`config.mk`:
```
export PLATFORM = sky130hd
export DESIGN_NAME = qdac_core
export DESIGN_NICKNAME = d
export VERILOG_FILES = /design/src/common/qdac_pkg.sv /design/src/core/qdac_sync.sv /design/src/core/qdac_core.sv
export SDC_FILE = /design/constraint.sdc
export NUM_CORES = 1
export LEC_CHECK = 0
export BUFFER_PORTS_ARGS = -buffer_cell sky130_fd_sc_hd__buf_2
export CAP_MARGIN = 15
export CORE_UTILIZATION = 56
export CTS_CLUSTER_DIAMETER = 80
export CTS_CLUSTER_SIZE = 8
export DETAILED_ROUTE_END_ITERATION = 6
export PLACE_DENSITY = 0.77
export SLEW_MARGIN = 15
export SYNTH_ARGS = -nofsm -noshare
export SYNTH_HDL_FRONTEND = slang
export SYNTH_SLANG_ARGS = --single-unit
export TNS_END_PERCENT = 1
```
`constraint.sdc`:
```
create_clock -name REF_CLK_IN -period 2.85 [get_ports REF_CLK_IN]
set_clock_uncertainty 0.2 [all_clocks]
set_input_delay 0.4275 -clock REF_CLK_IN [delete_from_list [all_inputs] [get_ports REF_CLK_IN]]
set_output_delay 0.4275 -clock REF_CLK_IN [all_outputs]
set_load 0.03 [all_outputs]
```
`src/common/qdac_pkg.sv`:
```
// Shared constants for the quad converter input front end
package qdac_pkg;
  localparam int          DATA_W      = 8;
  localparam int          ADDR_W      = 2;
  localparam int          WORD_W      = 12;
  localparam int          NUM_CH      = 4;
  localparam int          WORD_DATA_LSB = 0;
  localparam int          WORD_ADDR_LSB = 8;
  localparam int          WORD_SDC_BIT  = 10;
  localparam int          WORD_SAC_BIT  = 11;
  localparam logic [7:0]  ZERO_CODE   = 8'h00;
  localparam logic [11:0] WORD_RESET  = 12'h000;
  localparam logic [1:0]  ADDR_A      = 2'h0;
  localparam logic [1:0]  ADDR_B      = 2'h1;
  localparam logic [1:0]  ADDR_C      = 2'h2;
  localparam logic [1:0]  ADDR_D      = 2'h3;
  localparam int          FULL_SCALE_DIV = 256;
endpackage : qdac_pkg

```
`src/core/qdac_sync.sv`:
```
// Two-flop synchroniser with edge flags on the second stage
`timescale 1ns/1ps
`default_nettype none
module qdac_sync (
  input  wire logic clk_in,
  input  wire logic srst_in,
  input  wire logic rst_val_in,
  input  wire logic async_in,
  output logic      level_out,
  output logic      rise_out,
  output logic      fall_out
);
  logic meta_q;
  logic sync_q;
  logic prev_q;

  // Reset value is a constant at the instance, so it is a literal in effect
  always_ff @(posedge clk_in) begin
    if (srst_in) begin
      meta_q <= rst_val_in;
      sync_q <= rst_val_in;
      prev_q <= rst_val_in;
    end else begin
      meta_q <= async_in;
      sync_q <= meta_q;
      prev_q <= sync_q;
    end
  end

  assign level_out = sync_q;
  assign rise_out  = sync_q & ~prev_q;
  assign fall_out  = ~sync_q & prev_q;
endmodule : qdac_sync
`default_nettype wire

```
`src/core/qdac_core.sv`:
```
// Quad 8-bit converter digital front end: serial and parallel variants
//
// Behaviour
// Low load strobe copies all four input registers to DAC registers together.
// DAC registers stay transparent while load strobe low, latch on rise.
// Low clear zeroes all input and DAC registers without serial clock.
// Clear leaves the serial shift register untouched.
// Chip select high blocks serial clock; no shifting occurs.
// Chip select rise moves shifted data into the addressed input register.
// Chip select does not affect load strobe behaviour.
// Serial data sampled on serial clock rising edge while selected.
// Serial word arrives MSB first and shifts straight in.
// Floating serial data or low address pin requests hardware powerdown.
// Powerdown entry and exit keep DAC register contents.
// During powerdown every channel output is open circuit.
// Parallel byte on eight lines, top line is MSB.
// Parallel data accepted only under the low write strobe.
// Two address inputs pick one of four registers; low doubles as powerdown.
// Channel output is reference times code over 256.
// Serial word is twelve bits, sent within one selection.
// Extra bits: only the last twelve count at chip select rise.
// Address codes 00,01,10,11 select registers A,B,C,D.
// Reset zeroes all input and DAC registers until a load.
// Held clear overrides any concurrent transfer or load.
`timescale 1ns/1ps
`default_nettype none
module qdac_core (
  input  wire logic       REF_CLK_IN,
  input  wire logic       SRST_IN,
  input  wire logic       PARALLEL_MODE_IN,
  input  wire logic       CHIP_SEL_N_IN,
  input  wire logic       SERIAL_CLK_IN,
  input  wire logic       SERIAL_IN_OR_POWERDOWN_IN,
  input  wire logic       SERIAL_IN_FLOAT_IN,
  input  wire logic [7:0] PAR_DATA_IN,
  input  wire logic       WRITE_STROBE_N_IN,
  input  wire logic       REG_SELECT_HI_IN,
  input  wire logic       REG_SELECT_LO_OR_POWERDOWN_IN,
  input  wire logic       REG_SELECT_LO_FLOAT_IN,
  input  wire logic       LOAD_OUTPUT_STROBE_N_IN,
  input  wire logic       ASYNC_ZERO_N_IN,
  output logic [7:0]      CHANNEL_A_OUTPUT_OUT,
  output logic [7:0]      CHANNEL_B_OUTPUT_OUT,
  output logic [7:0]      CHANNEL_C_OUTPUT_OUT,
  output logic [7:0]      CHANNEL_D_OUTPUT_OUT,
  output logic [3:0]      CHANNEL_DRIVE_EN_OUT,
  output logic            HW_POWERDOWN_OUT,
  output logic [3:0]      SW_POWERDOWN_OUT
);
  // Pin inputs through two flops before any logic reads them
  logic cs_lvl;
  logic cs_rise;
  logic sclk_rise;
  logic sdi_lvl;
  logic sdi_flt;
  logic wr_lvl;
  logic wr_rise;
  logic sel_hi;
  logic sel_lo;
  logic sel_lo_flt;
  logic ld_lvl;
  logic zero_lvl;
  logic [7:0] pdat_s;

  qdac_sync u_cs (.clk_in(REF_CLK_IN), .srst_in(SRST_IN), .rst_val_in(1'b1),
    .async_in(CHIP_SEL_N_IN), .level_out(cs_lvl), .rise_out(cs_rise),
    .fall_out());
  qdac_sync u_sclk (.clk_in(REF_CLK_IN), .srst_in(SRST_IN), .rst_val_in(1'b0),
    .async_in(SERIAL_CLK_IN), .level_out(), .rise_out(sclk_rise),
    .fall_out());
  qdac_sync u_sdi (.clk_in(REF_CLK_IN), .srst_in(SRST_IN), .rst_val_in(1'b0),
    .async_in(SERIAL_IN_OR_POWERDOWN_IN), .level_out(sdi_lvl), .rise_out(),
    .fall_out());
  qdac_sync u_sdf (.clk_in(REF_CLK_IN), .srst_in(SRST_IN), .rst_val_in(1'b0),
    .async_in(SERIAL_IN_FLOAT_IN), .level_out(sdi_flt), .rise_out(),
    .fall_out());
  qdac_sync u_wr (.clk_in(REF_CLK_IN), .srst_in(SRST_IN), .rst_val_in(1'b1),
    .async_in(WRITE_STROBE_N_IN), .level_out(wr_lvl), .rise_out(wr_rise),
    .fall_out());
  qdac_sync u_ahi (.clk_in(REF_CLK_IN), .srst_in(SRST_IN), .rst_val_in(1'b0),
    .async_in(REG_SELECT_HI_IN), .level_out(sel_hi), .rise_out(),
    .fall_out());
  qdac_sync u_alo (.clk_in(REF_CLK_IN), .srst_in(SRST_IN), .rst_val_in(1'b0),
    .async_in(REG_SELECT_LO_OR_POWERDOWN_IN), .level_out(sel_lo),
    .rise_out(), .fall_out());
  qdac_sync u_alf (.clk_in(REF_CLK_IN), .srst_in(SRST_IN), .rst_val_in(1'b0),
    .async_in(REG_SELECT_LO_FLOAT_IN), .level_out(sel_lo_flt), .rise_out(),
    .fall_out());
  qdac_sync u_ld (.clk_in(REF_CLK_IN), .srst_in(SRST_IN), .rst_val_in(1'b1),
    .async_in(LOAD_OUTPUT_STROBE_N_IN), .level_out(ld_lvl), .rise_out(),
    .fall_out());
  qdac_sync u_clr (.clk_in(REF_CLK_IN), .srst_in(SRST_IN), .rst_val_in(1'b1),
    .async_in(ASYNC_ZERO_N_IN), .level_out(zero_lvl), .rise_out(),
    .fall_out());

  genvar gi;
  generate
    for (gi = 0; gi < qdac_pkg::DATA_W; gi++) begin : g_pd
      qdac_sync u_pd (.clk_in(REF_CLK_IN), .srst_in(SRST_IN),
        .rst_val_in(1'b0), .async_in(PAR_DATA_IN[gi]),
        .level_out(pdat_s[gi]), .rise_out(), .fall_out());
    end
  endgenerate

  // Mode strap is held steady by the board; same treatment anyway
  logic par_mode;
  qdac_sync u_mode (.clk_in(REF_CLK_IN), .srst_in(SRST_IN),
    .rst_val_in(1'b0), .async_in(PARALLEL_MODE_IN), .level_out(par_mode),
    .rise_out(), .fall_out());

  // Decode helper used by both variants
  function automatic logic [3:0] qdac_onehot(input logic [1:0] a);
    logic [3:0] r;
    r = 4'h0;
    unique case (a)
      qdac_pkg::ADDR_A: r = 4'h1;
      qdac_pkg::ADDR_B: r = 4'h2;
      qdac_pkg::ADDR_C: r = 4'h4;
      qdac_pkg::ADDR_D: r = 4'h8;
    endcase
    return r;
  endfunction : qdac_onehot

  logic [11:0] shift_q;
  logic [11:0] shift_d;
  logic [7:0]  in_q  [4];
  logic [7:0]  dac_q [4];
  logic [3:0]  sw_pd_q;
  logic        hw_pd_q;
  logic [7:0]  out_q [4];
  logic [3:0]  drv_q;

  wire         zero_act  = ~zero_lvl;
  wire         load_act  = ~ld_lvl;
  wire         shift_en  = ~par_mode & ~cs_lvl & sclk_rise;
  wire [1:0]   word_addr = shift_q[qdac_pkg::WORD_ADDR_LSB +: 2];
  wire [7:0]   word_data = shift_q[qdac_pkg::WORD_DATA_LSB +: 8];
  wire [3:0]   ser_sel   = qdac_onehot(word_addr);
  wire         ser_xfer  = ~par_mode & cs_rise;
  wire [1:0]   par_addr  = {sel_hi, sel_lo};
  wire [3:0]   par_sel   = qdac_onehot(par_addr);
  // Write low is a transparent latch; rise keeps the last value
  wire         par_wr    = par_mode & ~wr_lvl;
  wire         hw_pd_req = par_mode ? sel_lo_flt : sdi_flt;

  // Shift word MSB first; clear does not touch it, so no zero term
  assign shift_d = {shift_q[10:0], sdi_lvl};

  always_ff @(posedge REF_CLK_IN) begin
    if (SRST_IN) begin
      shift_q <= qdac_pkg::WORD_RESET;
    end else if (shift_en) begin
      shift_q <= shift_d;
    end
  end

  // Input registers; clear beats transfer and write
  always_ff @(posedge REF_CLK_IN) begin
    for (int i = 0; i < qdac_pkg::NUM_CH; i++) begin
      if (SRST_IN || zero_act) begin
        in_q[i] <= qdac_pkg::ZERO_CODE;
      end else if (ser_xfer && ser_sel[i]) begin
        in_q[i] <= word_data;
      end else if (par_wr && par_sel[i]) begin
        in_q[i] <= pdat_s;
      end
    end
  end

  // DAC registers follow input registers while load is low, ignoring select
  always_ff @(posedge REF_CLK_IN) begin
    for (int i = 0; i < qdac_pkg::NUM_CH; i++) begin
      if (SRST_IN || zero_act) begin
        dac_q[i] <= qdac_pkg::ZERO_CODE;
      end else if (load_act) begin
        dac_q[i] <= in_q[i];
      end
    end
  end

  // Software powerdown bits from the serial word, active low in the word
  always_ff @(posedge REF_CLK_IN) begin
    if (SRST_IN) begin
      sw_pd_q <= 4'h0;
    end else if (ser_xfer) begin
      if (!shift_q[qdac_pkg::WORD_SAC_BIT]) begin
        sw_pd_q <= 4'hf;
      end else if (!shift_q[qdac_pkg::WORD_SDC_BIT]) begin
        sw_pd_q <= ser_sel;
      end else begin
        sw_pd_q <= 4'h0;
      end
    end
  end

  // Powerdown only gates the outputs; DAC codes stay intact
  always_ff @(posedge REF_CLK_IN) begin
    if (SRST_IN) begin
      hw_pd_q <= 1'b0;
      drv_q   <= 4'h0;
      for (int i = 0; i < qdac_pkg::NUM_CH; i++) begin
        out_q[i] <= qdac_pkg::ZERO_CODE;
      end
    end else begin
      hw_pd_q <= hw_pd_req;
      for (int i = 0; i < qdac_pkg::NUM_CH; i++) begin
        // Code is the fraction of full scale: Vout = Vref*code/256
        out_q[i] <= dac_q[i];
        drv_q[i] <= ~(hw_pd_req | sw_pd_q[i]);
      end
    end
  end

  assign CHANNEL_A_OUTPUT_OUT = out_q[0];
  assign CHANNEL_B_OUTPUT_OUT = out_q[1];
  assign CHANNEL_C_OUTPUT_OUT = out_q[2];
  assign CHANNEL_D_OUTPUT_OUT = out_q[3];
  assign CHANNEL_DRIVE_EN_OUT = drv_q;
  assign HW_POWERDOWN_OUT     = hw_pd_q;
  assign SW_POWERDOWN_OUT     = sw_pd_q;
endmodule : qdac_core
`default_nettype wire

```
==> reports/metrics.cfg <==
[pwr]
p_sw_mw=1.08
comb_power_share_pct=4.9
internal-power_mw=3.70
fin_total_pwr_mw=4.78
ir_drop_v=0.000487
leakagePower_nw=2.52
seqPwrFrac_pct=51.8
power_density_nw_per_um2=733
power.share.switching_pct=22.6
share_clk_of_total_power_pct=43.3

[logic_synthesis]
synthesis_warnings=0
dominantRegCellSynth=dfxtp_1
synth.avg_cell_area_um2=13.3
ys_seq_area_share_pct=70.7
yosys-top-cells-area=edfxtp_1, dfxtp_1, nor2b_1
synth.cell_area_um2=5350
synthDominantCellAreaShare_pct=35.9
async_reset_ff_share_pct=0
post_synth_inst_count=404
synth.lib_cells_used.distinct=36
synth_edf_count=64
synth.ff_latch_count=157
synth_fp_nets=425
synth_largest_area_cell=edfxtp_1

[worst_setup_path]
worstSetupStartpoint=SRST_IN
crit_required_ns=2.78
critical_path.startpoint_type=input pin
setup.reg_to_reg.worst_slack_ns=0.72
critical_path.reg2reg.endpoint=in_q[2][4]$_SDFFCE_PN0P_
crit_path_max_fanout=18
cp_data_arrival_time_ns=2.23
reg2regPathDepth=3
capturing_instance_or_port_of_the_critical_path=in_q[1][7]$_DFFE_PP_
end_kind=register
crit_type=in -> reg
worstReg2RegStart=u_mode.level_out$_SDFF_PP0_

[grt]
first_global_vias=3013
overall_track_demand_over_capacity_in_global_routing_pct=19.7
grt_start_max_net_pins=86
antenna_violations_before_repair=0
grt_overflow_total=0
grt_pass1_wl_um=14500

[clock_network]
cts_buffers=17
clock_network_latency_to_the_later_pin_of_the_worst_skew_pair_ns=0.51
cts.root.buffer_cell=clkbuf_8
path_clk_slew_ns=0.06
cts_h_tree_depth=4
cts_tree=yes
cts_setup_buffers=0
cts_repair_resize_count=0
cts_buffer_depth=2
clock-sinks=157

[die]
chipWidth_um=99.8
start_util_pct=57.9
top_ports=62
fp.dieArea_um2=9960
fp-row-count=35
placeableCoreArea_um2=9240
fp.dieH_um=99.8

[detailed_routing]
viasPerCell=5.11
detailedRoute.firstIterationViolations=170
wl_per_cell_um=14.2
drc_errors=0
drtAntennaViolNets=0
wl_um=8910
routed-via-count=3209
first_pass_iters=4

[timing]
max_freq_ghz=0.435
setup_repair_after_global_routing_missed_its_margin=no
layout_min_cycle_time_ns=2.30
setup-tns-final_ns=0
finalMaxSlewViolations=0
fin_crit_sh_pct=80.7
layout_setup_ws_ns=0.550
smallest_hold_slack_ns=0.209
final_hold_viol_count=0
final-setup-viol-count=0
slew_headroom_pct=43.9
worst_slew_pin_slew_ns=0.835

[placed_design]
placer_s_final_routability_congestion_estimate=0.874
half_perimeter_wire_length_of_the_detailed_placement_result_um=5360
dp_slack_ns=0.663
placed_area_um2=5760
port_buffer_cells=61
numPlacedInstances=576

[finish]
most-common-layout-cells=dfxtp_1, nor2b_1, edfxtp_1, buf_2, and2_1
syn_to_final_growth_pct=21.7
layout-drive-gt1-share_pct=22.8
final_net_count=507
diodes=0
n_fill_cell=653
layout.cells.most_common=dfxtp_1
finalCoreUtilization_pct=70.5
layoutNonFillerInstCount=628
final_cell_area_um2=6520

[outcome]
status=completed

[job]
drv_cap=0

[min_path]
worstHoldPathType=reg -> reg

[Yosys cell counts, types with 4 or more instances]
cell type and count:
or2_2 11, clkbuf_1 17, buf_2 5, nor2b_1 65
nor2_1 7, edfxtp_1 64, o21ai_0 4, dfxtp_1 93
and2_1 33, a21oi_1 15, a32o_1 31, nand2_1 27
[state kept, by name, summed over array words and instances (netlist names), 4 cells and up]
name	cells
dac_q	32
in_q	32
out_q	32
shift_q	12
g_pd.u_pd.level_out	8
g_pd.u_pd.meta_q	8
CHANNEL_DRIVE_EN_OUT	4
SW_POWERDOWN_OUT	4
[worst min path at each step]
stage,start,endpoint,slack (ns),cells after the start
floorplan,u_clr.meta_q$_SDFF_PP1_,u_clr.level_out$_SDFF_PP1_,0.19,1
global placement,u_wr.meta_q$_SDFF_PP1_,u_wr.level_out$_SDFF_PP1_,0.20,1
detailed placement,u_wr.meta_q$_SDFF_PP1_,u_wr.level_out$_SDFF_PP1_,0.19,1
CTS,u_wr.meta_q$_SDFF_PP1_,u_wr.level_out$_SDFF_PP1_,0.21,1
global route,u_cs.meta_q$_SDFF_PP1_,u_cs.level_out$_SDFF_PP1_,0.24,1
finish,u_wr.meta_q$_SDFF_PP1_,u_wr.level_out$_SDFF_PP1_,0.21,1
[worst max-delay path: stages]
cell	delay, ns
dlygate4sd3_1	0.54
buf_2	0.17
nor2b_2	0.58
o211ai_1	0.50
[per-layer routing]
metal  part of all wire (%)  global-route usage (%)
met5                      0                       0
met3                    6.1                    5.15
met1                     41                    23.3
met4                    1.6                    12.7
met2                     51                    32.0
[logic make-up after synthesis]
group | count (synthesis) | synth area share, %
muxes | 1 | 0.187
DFF | 157 | 70.7
buffers and inverters | 26 | 2.08
AOI/OAI and AO/OA | 57 | 8.53
and+or+nand+nor | 163 | 18.5
[final cells by class]
| type | instances | area [µm²] | share of cell area (%) |
|---|---|---|---|
| inverters | 2 | 7.51 | 0.115 |
| clock inverters | 15 | 138 | 2.11 |
| flip-flops and latches | 157 | 3780 | 58.1 |
| repair buffers | 87 | 551 | 8.45 |
| multi-input cells | 221 | 1460 | 22.4 |
| well taps | 129 | 161 | 2.48 |
| clock buffers | 17 | 414 | 6.36 |
[power by group through the flow]
stage	clock network [mW]	logic (mW)	registers, mW
5_1_grt	2.21	0.254	2.48
3_5_place_dp	0	0.212	2.52
4_1_cts	2.11	0.233	2.48
3_3_place_gp	0	0.206	2.52
2_1_floorplan	0	0.0968	2.57
6_report	2.07	0.232	2.47
[timing repair]
action                                  CTS  global route
endpoints found under the hold margin    22             0
endpoints found under the setup margin    0             0
hold buffers                             20             0
Power figures use the tool's default switching activity.
